File: src/design/intc_defs.vh
// Summary of operation
// - Eight request inputs, each its own level
// - Chain controllers for up to 64 levels
// - Masked requests never reach the processor
// - Chain id lines: master drives, slave samples
// - Register access only with chip select low
// - Acknowledge pulses work without chip select
// - Eight-bit three-state data port
// - Interrupt high while eligible request pending
// - Each acknowledge pulse after the first returns next vector byte
// - Requests are asynchronous, sampled safely
// - Edge mode: rising edge, held until acknowledged or line drops
// - Level mode: high level alone requests
// - Read strobe drives selected status byte
// - Write strobe captures a command word
// - Port select bit splits words and sources
// - Buffered mode: pin enables bus transceivers
// - Otherwise pin strap: high master, low slave
// - Signal only if outranking every in-service
// - Hold routine address, supply for source
// - Call mode or vector mode, exclusive
// - Priority modes changeable by runtime words
// - First acknowledge: responding device sets service, clears edge-mode request
// - Call mode: low then high address byte
// - Vector mode: float first, vector second
// - Auto end clears at last acknowledge
`ifndef INTC_DEFS_VH
`define INTC_DEFS_VH

// Synchroniser bus width and idle levels
`define SYNC_WIDTH     25
`define SYNC_IDLE      25'h000_007c

// Call opcode for the first acknowledge byte
`define CALL_OPCODE    8'hcd

// Word discrimination bits on a port 0 write
`define INIT_FLAG_BIT  4
`define RT_SEL_BIT     3

// First init word fields
`define W1_NEED_W4     0
`define W1_SINGLE      1
`define W1_INTERVAL4   2
`define W1_LEVEL       3

// Fourth init word fields
`define W4_VECTOR      0
`define W4_AUTO_EOI    1
`define W4_BUF_MASTER  2
`define W4_BUFFERED    3

// Read select fields of the status select word
`define RS_VALID_BIT   1
`define RS_ISR_BIT     0

// Runtime command codes (end of service, rotation, priority), bits 7:5
`define CMD_ROT_AUTO_END_OF_SERVICE_CLR 3'h0
`define CMD_EOI_NONSPEC  3'h1
`define CMD_EOI_SPEC     3'h3
`define CMD_ROT_AUTO_END_OF_SERVICE_SET 3'h4
`define CMD_ROT_NONSPEC  3'h5
`define CMD_SET_PRIO     3'h6
`define CMD_ROT_SPEC     3'h7

// Reset values
`define LOWEST_RESET   3'h7
`define MASK_RESET     8'h00

`endif

File: src/design/priority_interrupt_controller.v
`timescale 1ns/10ps
`include "intc_defs.vh"
module priority_interrupt_controller (
    input  wire       clk,
    input  wire       srst,
    input  wire [7:0] request_lines,
    input  wire       cs_n,
    input  wire       rd_n,
    input  wire       wr_n,
    input  wire       port_select_bit,
    input  wire       ack_pulse_in_n,
    input  wire [7:0] data_in,
    output reg  [7:0] data_out,
    output reg        data_oe,
    output reg        int_out,
    input  wire [2:0] chain_id_in,
    output reg  [2:0] chain_id_out,
    output reg        chain_id_oe,
    input  wire       master_slave_buf_pin_in,
    output wire       master_slave_buf_pin_out,
    output wire       master_slave_buf_pin_oe
);
    ////////////////////////////////////////////////////////////////
    // Programming states
    localparam [2:0] ST_IDLE = 3'h0;  // Not initialised
    localparam [2:0] ST_W2   = 3'h1;  // Waiting address word
    localparam [2:0] ST_W3   = 3'h2;  // Waiting chain word
    localparam [2:0] ST_W4   = 3'h3;  // Waiting mode word
    localparam [2:0] ST_RUN  = 3'h4;  // Operating

    ////////////////////////////////////////////////////////////////
    // Input synchronisation
    wire [`SYNC_WIDTH-1:0] sync_out;       // Settled pin copies
    wire [7:0]             req;            // Settled request lines
    wire [7:0]             din;            // Settled data bus
    wire [2:0]             chain_s;        // Settled chain id
    wire                   cs_s;           // Settled chip select, low active
    wire                   rd_s;           // Settled read, low active
    wire                   wr_s;           // Settled write, low active
    wire                   ack_s;          // Settled acknowledge, low active
    wire                   sel_s;          // Settled port select
    wire                   strap_s;        // Settled master strap

    // All pins cross into clk before any logic reads them
    sync_bank #(
        .WIDTH (`SYNC_WIDTH),
        .IDLE  (`SYNC_IDLE)
    ) u_sync (
        .clk  (clk),
        .srst (srst),
        .din  ({request_lines, data_in, chain_id_in, cs_n, rd_n, wr_n,
                ack_pulse_in_n, port_select_bit, master_slave_buf_pin_in}),
        .dout (sync_out)
    );
    assign {req, din, chain_s, cs_s, rd_s, wr_s, ack_s, sel_s, strap_s} = sync_out;

    ////////////////////////////////////////////////////////////////
    // Edge history
    reg [7:0] req_q;     // Previous request levels
    reg       wr_q;      // Previous write strobe
    reg       ack_q;     // Previous acknowledge strobe

    // Edges are taken from settled copies only
    always @(posedge clk) begin
        if (srst) begin
            req_q <= 8'h00;
            wr_q  <= 1'b1;
            ack_q <= 1'b1;
        end else begin
            req_q <= req;
            wr_q  <= wr_s;
            ack_q <= ack_s;
        end
    end

    wire wr_rise  = wr_s & ~wr_q & ~cs_s;
    wire ack_fall = ~ack_s & ack_q;
    wire ack_rise = ack_s & ~ack_q;
    wire rd_act   = ~rd_s & ~cs_s;
    wire port0    = ~sel_s;

    ////////////////////////////////////////////////////////////////
    // Programming registers
    reg [2:0] state;        // Programming state
    reg       need_w4;      // Mode word expected
    reg       single;       // No chained partners
    reg       interval4;    // Four-byte call spacing
    reg       level_mode;   // Level sensing
    reg [2:0] addr_lo;      // Call address bits 7:5
    reg [7:0] addr_hi;      // High address or vector base
    reg [7:0] chain_cfg;    // Master: slave map; slave: own id
    reg       vector_mode;  // One-byte vector operation
    reg       auto_eoi;     // Automatic end of service
    reg       buf_master;   // Master role in buffered mode
    reg       buf_mode;     // Pin drives transceivers
    reg [7:0] mask_latch;   // Per-source mask
    reg [2:0] lowest;       // Weakest level for rotation
    reg       rot_auto_end_of_service;     // Rotate on automatic end
    reg       read_isr;     // Status read selects service latch

    // Role follows strap unless buffered mode fixes it
    wire master = buf_mode ? buf_master : strap_s;

    ////////////////////////////////////////////////////////////////
    // Priority resolution
    reg  [7:0] request_latch;   // Pending requests
    reg  [7:0] service_latch;   // Levels in service
    wire       pend_found;      // Some unmasked request
    wire [2:0] pend_level;      // Strongest unmasked request
    wire [2:0] pend_rank;       // Its rank, 0 strongest
    wire       isr_found;       // Some level in service
    wire [2:0] isr_level;       // Strongest in service
    wire [2:0] isr_rank;        // Its rank

    // Masked sources are removed before ranking
    priority_pick u_pend (
        .vec    (request_latch & ~mask_latch),
        .lowest (lowest),
        .found  (pend_found),
        .level  (pend_level),
        .rank   (pend_rank)
    );

    // Strongest level already being serviced
    priority_pick u_isr (
        .vec    (service_latch),
        .lowest (lowest),
        .found  (isr_found),
        .level  (isr_level),
        .rank   (isr_rank)
    );

    ////////////////////////////////////////////////////////////////
    // Acknowledge sequence
    reg  [1:0] ack_cnt;     // Pulses done in this sequence
    reg  [2:0] sel_level;   // Level frozen at first pulse
    reg        sel_valid;   // A request was frozen
    reg        hit;         // This device answers the sequence
    wire [1:0] last_cnt = vector_mode ? 2'h1 : 2'h2;
    wire       slave_map = chain_cfg[sel_level];

    // Does this device supply the routine address bytes
    wire responder = single | (master & ~slave_map) |
                     (~master & (chain_s == chain_cfg[2:0]));

    // Byte for the current pulse
    reg       drive_ack;
    reg [7:0] ack_byte;
    always @* begin
        drive_ack = 1'b0;
        ack_byte  = 8'h00;
        case (ack_cnt)
            2'h0: begin
                // Call opcode from master or lone device; vector floats
                drive_ack = ~vector_mode & (single | master);
                ack_byte  = `CALL_OPCODE;
            end
            2'h1: begin
                drive_ack = hit;
                if (vector_mode) begin
                    ack_byte = {addr_hi[7:3], sel_level};
                end else if (interval4) begin
                    ack_byte = {addr_lo, sel_level, 2'b00};
                end else begin
                    ack_byte = {addr_lo[2:1], sel_level, 3'b000};
                end
            end
            2'h2: begin
                drive_ack = hit & ~vector_mode;
                ack_byte  = addr_hi;
            end
            default: begin
                drive_ack = 1'b0;
                ack_byte  = 8'h00;
            end
        endcase
    end

    // Pulse counting and level freeze
    always @(posedge clk) begin
        if (srst) begin
            ack_cnt   <= 2'h0;
            sel_level <= 3'h7;
            sel_valid <= 1'b0;
            hit       <= 1'b0;
        end else begin
            if (ack_fall && ack_cnt == 2'h0) begin
                // Spurious sequences report level 7
                sel_level <= pend_found ? pend_level : 3'h7;
                sel_valid <= pend_found;
            end
            if (ack_rise) begin
                if (ack_cnt == 2'h0) begin
                    hit <= responder;
                end
                if (ack_cnt == last_cnt) begin
                    ack_cnt <= 2'h0;
                end else begin
                    ack_cnt <= ack_cnt + 2'h1;
                end
            end
        end
    end

    ////////////////////////////////////////////////////////////////
    // Runtime command decode
    wire       is_w1  = wr_rise & port0 & din[`INIT_FLAG_BIT];
    wire       is_cmd = wr_rise & port0 & ~din[`INIT_FLAG_BIT] & ~din[`RT_SEL_BIT];
    wire       is_rs  = wr_rise & port0 & ~din[`INIT_FLAG_BIT] & din[`RT_SEL_BIT];
    wire [2:0] cmd    = din[7:5];
    wire       first_done = ack_rise & (ack_cnt == 2'h0) & sel_valid & responder;
    wire       last_done  = ack_rise & (ack_cnt == last_cnt) & auto_eoi & hit;
    reg  [7:0] isr_clr;      // Levels leaving service
    reg  [7:0] isr_set;      // Level entering service

    // Set and clear masks for the service latch
    always @* begin
        isr_set = 8'h00;
        isr_clr = 8'h00;
        if (first_done) begin
            isr_set[sel_level] = 1'b1;
        end
        if (last_done) begin
            isr_clr[sel_level] = 1'b1;
        end
        if (is_cmd) begin
            case (cmd)
                `CMD_EOI_NONSPEC, `CMD_ROT_NONSPEC: begin
                    if (isr_found) begin
                        isr_clr[isr_level] = 1'b1;
                    end
                end
                `CMD_EOI_SPEC, `CMD_ROT_SPEC: begin
                    isr_clr[din[2:0]] = 1'b1;
                end
                default: begin
                    // Other codes leave the service latch alone
                end
            endcase
        end
    end

    ////////////////////////////////////////////////////////////////
    // Request and service latches; a set beats a clear
    integer b;
    always @(posedge clk) begin
        if (srst) begin
            request_latch <= 8'h00;
            service_latch <= 8'h00;
        end else begin
            service_latch <= (service_latch & ~isr_clr) | isr_set;
            for (b = 0; b < 8; b = b + 1) begin
                if (level_mode) begin
                    request_latch[b] <= req[b];
                end else if (req[b] & ~req_q[b]) begin
                    request_latch[b] <= 1'b1;
                end else if (isr_set[b] | ~req[b]) begin
                    // Dropping the line early withdraws the request
                    request_latch[b] <= 1'b0;
                end
            end
        end
    end

    ////////////////////////////////////////////////////////////////
    // Command words and programming sequence
    always @(posedge clk) begin
        if (srst) begin
            state       <= ST_IDLE;
            need_w4     <= 1'b0;
            single      <= 1'b1;
            interval4   <= 1'b0;
            level_mode  <= 1'b0;
            addr_lo     <= 3'h0;
            addr_hi     <= 8'h00;
            chain_cfg   <= 8'h00;
            vector_mode <= 1'b0;
            auto_eoi    <= 1'b0;
            buf_master  <= 1'b0;
            buf_mode    <= 1'b0;
            mask_latch  <= `MASK_RESET;
            lowest      <= `LOWEST_RESET;
            rot_auto_end_of_service    <= 1'b0;
            read_isr    <= 1'b0;
        end else begin
            if (is_w1) begin
                // Restart programming; defaults to call mode
                state       <= ST_W2;
                need_w4     <= din[`W1_NEED_W4];
                single      <= din[`W1_SINGLE];
                interval4   <= din[`W1_INTERVAL4];
                level_mode  <= din[`W1_LEVEL];
                addr_lo     <= din[7:5];
                vector_mode <= 1'b0;
                auto_eoi    <= 1'b0;
                buf_mode    <= 1'b0;
                mask_latch  <= `MASK_RESET;
                lowest      <= `LOWEST_RESET;
                rot_auto_end_of_service    <= 1'b0;
                read_isr    <= 1'b0;
            end else if (wr_rise && sel_s) begin
                // Port 1 words depend on sequence position
                case (state)
                    ST_W2: begin
                        addr_hi <= din;
                        state   <= ~single ? ST_W3 : (need_w4 ? ST_W4 : ST_RUN);
                    end
                    ST_W3: begin
                        chain_cfg <= din;
                        state     <= need_w4 ? ST_W4 : ST_RUN;
                    end
                    ST_W4: begin
                        vector_mode <= din[`W4_VECTOR];
                        auto_eoi    <= din[`W4_AUTO_EOI];
                        buf_master  <= din[`W4_BUF_MASTER];
                        buf_mode    <= din[`W4_BUFFERED];
                        state       <= ST_RUN;
                    end
                    ST_RUN: begin
                        mask_latch <= din;
                    end
                    default: begin
                        state <= ST_IDLE;
                    end
                endcase
            end else if (is_cmd) begin
                // Rotation and priority changes at any time
                case (cmd)
                    `CMD_ROT_AUTO_END_OF_SERVICE_CLR: rot_auto_end_of_service <= 1'b0;
                    `CMD_ROT_AUTO_END_OF_SERVICE_SET: rot_auto_end_of_service <= 1'b1;
                    `CMD_ROT_NONSPEC: begin
                        if (isr_found) begin
                            lowest <= isr_level;
                        end
                    end
                    `CMD_ROT_SPEC, `CMD_SET_PRIO: lowest <= din[2:0];
                    default: lowest <= lowest;
                endcase
            end else if (is_rs) begin
                if (din[`RS_VALID_BIT]) begin
                    read_isr <= din[`RS_ISR_BIT];
                end
            end else if (last_done && rot_auto_end_of_service) begin
                lowest <= sel_level;
            end
        end
    end

    ////////////////////////////////////////////////////////////////
    // Outputs: interrupt, data port, chain id
    always @(posedge clk) begin
        if (srst) begin
            int_out      <= 1'b0;
            data_out     <= 8'h00;
            data_oe      <= 1'b0;
            chain_id_out <= 3'h0;
            chain_id_oe  <= 1'b0;
        end else begin
            // Only a request outranking all in-service levels
            int_out <= (state == ST_RUN) & pend_found &
                       (~isr_found | (pend_rank < isr_rank));
            if (~ack_s && drive_ack) begin
                data_out <= ack_byte;
                data_oe  <= 1'b1;
            end else if (rd_act) begin
                // Status source by port and read select
                data_out <= sel_s ? mask_latch :
                            (read_isr ? service_latch : request_latch);
                data_oe  <= 1'b1;
            end else begin
                data_oe  <= 1'b0;
            end
            // Master names the slave while the sequence runs
            chain_id_out <= sel_level;
            chain_id_oe  <= master & ~single & (~ack_s | ack_cnt != 2'h0);
        end
    end

    // Buffered mode turns the strap pin into a transceiver enable
    assign master_slave_buf_pin_oe  = buf_mode;
    assign master_slave_buf_pin_out = ~data_oe;

endmodule // priority_interrupt_controller

File: src/design/priority_pick.v
`timescale 1ns/10ps
// Rotating priority finder: level after 'lowest' ranks first
module priority_pick (
    input  wire [7:0] vec,
    input  wire [2:0] lowest,
    output reg        found,
    output reg  [2:0] level,
    output reg  [2:0] rank
);
    integer   i;
    reg [2:0] cand;
    // Scan from weakest to strongest so the strongest wins
    always @* begin
        found = 1'b0;
        level = 3'h0;
        rank  = 3'h7;
        cand  = 3'h0;
        for (i = 7; i >= 0; i = i - 1) begin
            cand = lowest + 3'h1 + i[2:0];
            if (vec[cand]) begin
                found = 1'b1;
                level = cand;
                rank  = i[2:0];
            end
        end
    end
endmodule // priority_pick

File: src/design/sync_bank.v
`timescale 1ns/10ps
// Two-flop synchroniser per bit; idle value loaded by reset
module sync_bank #(
    parameter WIDTH = 8,
    parameter [WIDTH-1:0] IDLE = {WIDTH{1'b0}}
) (
    input  wire             clk,
    input  wire             srst,
    input  wire [WIDTH-1:0] din,
    output wire [WIDTH-1:0] dout
);
    reg [WIDTH-1:0] stage1;   // Metastable stage, read only by stage2
    reg [WIDTH-1:0] stage2;   // Settled copy
    genvar i;
    generate
        for (i = 0; i < WIDTH; i = i + 1) begin : g_bit
            // One flop pair per bit
            always @(posedge clk) begin
                if (srst) begin
                    stage1[i] <= IDLE[i];
                    stage2[i] <= IDLE[i];
                end else begin
                    stage1[i] <= din[i];
                    stage2[i] <= stage1[i];
                end
            end
        end
    endgenerate
    assign dout = stage2;
endmodule // sync_bank

File: config.mk
export PLATFORM = sky130hd
export DESIGN_NAME = priority_interrupt_controller
export DESIGN_NICKNAME = d
export VERILOG_FILES = /design/src/design/priority_interrupt_controller.v /design/src/design/priority_pick.v /design/src/design/sync_bank.v
export VERILOG_INCLUDE_DIRS = /design/src /design/src/design
export SDC_FILE = /design/constraint.sdc
export NUM_CORES = 1
export LEC_CHECK = 0
export CAP_MARGIN = 10
export CORE_ASPECT_RATIO = 1.2
export CORE_MARGIN = 1
export CORE_UTILIZATION = 55
export CTS_BUF_LIST = sky130_fd_sc_hd__clkbuf_4
export DETAILED_ROUTE_END_ITERATION = 12
export DONT_BUFFER_PORTS = 1
export PLACE_DENSITY = 0.7
export SLEW_MARGIN = 0
export SYNTH_ARGS = -nofsm -noshare
export SYNTH_HDL_FRONTEND = slang
export SYNTH_SLANG_ARGS = --single-unit
File: constraint.sdc
create_clock -name clk -period 4.4 [get_ports clk]
set_input_delay 1.1 -clock clk [delete_from_list [all_inputs] [get_ports clk]]
set_output_delay 1.1 -clock clk [all_outputs]
set_load 0.01 [all_outputs]
# After elaboration in Yosys (flattened, before gate mapping)
# Index checks and enable logic that the tools add are counted.
op_classes:
  n_addsub: 9
  n_mul: 0
  div: 0
  order_cmp: 15
  eq_ne: 18
  shifts: 0
  n_mux: 140
  bitwise: 86
  n_reduce_logical: 37
ops:
  columns: ["cell", "n"]
  rows:
  - ["$mux W3", 31]
  - ["$mux W8", 9]
  - ["$mux W1", 67]
  - ["$bmux W1 S3", 17]
  - ["$lt A3 B4 Y1 const B", 11]
  - ["$not A1 Y1", 34]
  - ["$and A1 B1 Y1", 32]
  - ["$or A8 B8 Y8", 3]
  - ["$pmux W8 S3", 1]
  - ["$reduce_bool A3 Y1", 8]
  - ["$and A8 B8 Y8", 2]
  - ["$not A8 Y8", 2]
  - ["$pmux W8 S2", 1]
  - ["$eq A3 B3 Y1 const B", 5]
  - ["$or A1 B1 Y1", 13]
  - ["$add A3 B3 Y3 const B", 4]
  - ["$mux W2", 6]
  - ["$pmux W3 S4", 1]
  - ["$reduce_and A3 Y1", 4]
  - ["$reduce_and A2 Y1", 5]
  - ["$reduce_bool A2 Y1", 5]
  - ["$demux W1 S3", 3]
  - ["$eq A3 B2 Y1 const B", 3]
  - ["$ge A3 B1 Y1 const B", 3]
  - ["22 further kinds", 35]
totals:
  ff_bits: 140
  latch_bits: 0
  mem_bits_rw: 0
  mem_bits_ro: 0
  inputBits: 27
  word_cells: 393
  mem_count: 0

# Longest topological paths before layout
depth:
  word_depth: 23
  depth_mapped: 18
  ltp_nobuf: 13

# Cells and area by module
# A second synthesis with hierarchy kept.
unflattened:
  cells_unflattened: 873
  hier_area_um2: 8147.8
modules_own_cells:
  columns: ["module", "instances", "cells_per_inst", "area_per_inst_um2", "seq_area_each_um2"]
  rows:
  - ["priority_interrupt_controller", 1, 516, 4576.9, 1801.7]
  - ["priority_pick", 2, 126, 1116.1, 0.0]
  - ["sync_bank", 1, 105, 1338.8, 1001.0]

# Worst setup path after synthesis
# Ideal clock, no wire load.
synth_path:
  kind: "reg-to-reg"
  startpoint: "register lowest[0]"
  endpoint: "register lowest[1]"
  t_arrival_ps: 3676
  t_required_ps: 4266
  slack_ps: 590
  path_stages_with_launch: 15
  period_less_slack_ps: 3810
  path_cell_list: "dfxtp_1 > buf_6 > inv_2 > buf_6 > clkbuf_1 > ha_1 > buf_6 > mux4_2 > mux2i_1 > mux2_2 > o2111ai_2 > a21oi_2 > a221oi_4 > a21oi_2 > or4_1"
synth_via:
  elab_chain_len: 15
  elab_cells_between_ends: 45
  classes_between: "add/sub: 8; eq/ne: 1; mux: 35; reduce/logical: 1"
synth_lines:
  columns: ["element", "line", "rtl"]
  rows:
  - ["start: declaration", "priority_interrupt_controller.v:97", "reg [2:0] lowest;"]
  - ["start signal: assignment", "priority_interrupt_controller.v:282", "lowest <= `LOWEST_RESET;"]
  - ["start signal: assignment", "priority_interrupt_controller.v:298", "lowest <= `LOWEST_RESET;"]
  - ["start signal: assignment", "priority_interrupt_controller.v:333", "lowest <= isr_level;"]
  - ["$add A3 B1 Y3 *", "priority_pick.v:19", "cand = lowest + 3'h1 + i[2:0];"]
  - ["$add A3 B3 Y3", "priority_pick.v:19", null]
  - ["$bmux W1 S3", "priority_pick.v:20", "if (vec[cand]) begin"]
  - ["$mux W1 (not written as such)", "priority_pick.v:20", null]
  - ["$mux W3 (8 in series)", "priority_pick.v:20", null]
  - ["$mux W3", "priority_interrupt_controller.v:332", "if (isr_found) begin"]
  - ["$pmux W3 S2", "priority_interrupt_controller.v:328", "case (cmd)"]
  - ["$mux W3", "priority_interrupt_controller.v:326", "end else if (is_cmd) begin"]
# Mark *: on every way between the ends. The rest lies on a longest branch, timed or not. The select of a mux whose other input is x is not followed.
# A chain may end at the register's enable or synchronous reset.

# Worst setup path after layout
# Ends and elaborated chain as after synthesis.

==> metrics.cfg <==
[floorplanning]
die_h_um = 131
ioPinCount = 43
die_w_um = 109
initial_core_util_pct = 56.7
placementRows = 46
coreArea_mm2 = 0.0134
dieArea_mm2 = 0.0142

[cts]
cts_num_sinks = 140
postCtsHoldBufs = 0
clock_tree.buffer_depth = 2
cts_tree = done
post_cts_resize_count = 0
cts_setup_buffers = 0
cts_buffers = 17
clk_pin_slew_ps = 120
clkLatencyLatePin_ps = 520
htree_levels = 4
cts_root_buf = clkbuf_4

[worst_setup_path]
end_kind = register
critical_path_class = register to register
arrival_ps = 4180
path_delay_family = multiplexers
cp-start-kind = register
worst_path_most_repeated_cell = a21oi_2
crit_slowest_cell = xnor3_1
crit_required_ps = 4800
critPathMaxStageDelay_ps = 560
cp_cell_sequence = buf_4 > ha_1 > xnor3_1 > mux2i_1 > mux2_2 > o2111ai_2 > a21oi_2 > a221oi_4 > a21oi_2 > or4_1
cp.buffers_inverters = 1
crit_fanout = 30

[finish]
syn2layout_area_growth_pct = 3.72
n_fill_cell = 1246
nets = 865
multi_input_area_mm2 = 0.00442
seq_area_mm2 = 0.00280
layout-drive-gt1-share_pct = 11.9
final_util_pct = 58.8

[detailed_routing]
routedWlPerCell_um = 19.3
ant_nets = 0
drt_iter0_markers = 527
wl_mm = 19.5
drt-vias-per-instance = 6.18
drc = 0
drt_first_pass_iters = 5
vias = 6255

[synthesis]
syn_inst = 864
seq_area_frac_synth_pct = 37.0
syn_area_per_cell_um2 = 8.77
synth_flop_cell = dfxtp_1
synth_edf_count = 0
yosysUniqueCellTypes = 72
yosys_warnings = 0
synth_fp_nets = 899
ys_ff_latch = 140
async_flop_share_pct = 0
synthesis.area_mm2 = 0.00758

[pwr]
ir_drop_v = 0.000233
p_leak_nw = 2.86
power.density_mw_per_mm2 = 290

[timing]
tightest_slew_ps = 1220
setup_viol = 0
fin_worst_skew_ps = 23.0
fmax_ghz = 0.265
min_period_ps = 3780
drv_slew = 0
finalSetupTns_ps = 0
finalHoldViolCount = 0
slew_headroom_pct = 18.5
rsz0062_at_grt = false
period_share_pct = 85.8

[placed_design]
gp_congestion = 0.898
dpl.hpwl_mm = 14.2
port_buffers = 0

[status]
status = complete, no violations

[global_route]
grt_max_degree = 114
antenna_found_initial = 1
grt_first_pass_wirelength_mm = 31.3
grt_overflow = 0
grt_pass1_vias = 5900
grt_use_total_pct = 29.1

[flow_run]
max-cap-violations = 0

[min_path]
hp-class = register to register

## path summary, 6_finish.rpt
check | start | endpoint | slack [ps] | cells after the start
hold reg to reg | u_sync.stage1[6] | u_sync.dout[6] | 420 | 1
setup / recovery | lowest[0] | lowest[1] | 620 | 10
hold / removal | u_sync.stage1[6] | u_sync.dout[6] | 420 | 1
setup reg to reg | lowest[0] | lowest[1] | 620 | 10
## flip-flops by register name (all words and copies together) (netlist names), 2 cells and up
register and cells:
req_q 8, data_out 8, u_sync.dout 25, service_latch 8, mask_latch 8, sel_level 3
ack_cnt 2, addr_lo 3, chain_id_out 3, u_sync.stage1 25, request_latch 8, lowest 3
chain_cfg 8, state 3, addr_hi 8
## power by group
part	switching (mW)	internal [mW]
Sequential	0.0433	1.30
Clock	0.470	0.296
Combinational	0.0889	0.0759
## cell usage after synthesis, types with 19 or more instances
cell,number,area (µm²)
a211oi_1,19,143
a21oi_1,57,285
clkbuf_1,45,169
dfxtp_1,140,2800
mux2i_1,55,551
mux4_2,19,428
nand2_1,53,199
nand2b_1,25,156
nand3_1,22,110
nor2_1,105,394
nor2b_1,69,432
o21ai_0,29,145
## placed cells by master, fill, tap and decap left out, types with 5 or more instances in the layout
cell / netlist / final
nand2b_1: 25 / 25
inv_1: 16 / 16
nand2_1: 53 / 53
mux2i_1: 55 / 55
a21oi_1: 57 / 57
o211ai_1: 9 / 9
o31ai_1: 5 / 5
nor2_1: 105 / 105
a211oi_1: 19 / 19
nand3_1: 22 / 22
dfxtp_1: 140 / 140
ha_1: 8 / 8
buf_4: 0 / 12
o21ai_0: 29 / 29
a221oi_1: 8 / 8
mux2_2: 11 / 11
clkbuf_4: 0 / 19
mux4_2: 19 / 19
nor2b_1: 69 / 69
a31oi_1: 8 / 8
or2_2: 16 / 16
nor3_1: 14 / 14
nand4_1: 6 / 6
## cell type report
cell class | count | area share [%]
well taps | 168 | 2.68
diodes | 1 | 0.0318
flip-flops and latches | 140 | 35.7
inverters | 18 | 0.924
clock buffers | 19 | 1.82
multi-input cells | 641 | 56.2
clock inverters | 13 | 1.50
repair buffers | 12 | 1.15
## stage by stage
| step | hold WS, ps | power (mW) | instance area [µm²] | setup WS [ps] | instances |
|---|---|---|---|---|---|
| after detailed placement | 396 | 1.54 | 7590 | 651 | 979 |
| after global routing | 432 | 2.38 | 7860 | 284 | 1012 |
| after global placement | 400 | 1.53 | 7590 | 743 | 979 |
| after CTS | 422 | 2.29 | 7860 | 623 | 1011 |
| final | 417 | 2.28 | 7860 | 623 | 1012 |
| after floorplan | 389 | 1.50 | 7580 | 590 | 864 |
## cells by family after synthesis
kind of cell	after synthesis	synth area share, %
AOI/OAI and AO/OA	192	17.1
xor gates and xnor gates	10	1.52
adders and majority gates	8	1.32
buffers and inverters	83	4.67
DFF	140	37.0
muxes	87	15.2
and+or+nand+nor	344	23.2
## metal layers
layer | part of all wire, % | global-route usage, % | wire [µm] | vias to the layer above
met1 | 42 | 35.7 | 8210 | 2978
met5 | 0 | 0 | 0 | -
li1 | - | - | - | 3036
met2 | 49 | 49.9 | 9650 | 200
met3 | 4.5 | 4.56 | 875 | 41
met4 | 3.9 | 13.7 | 757 | 0
No activity file was read; power rests on OpenSTA's default activity.
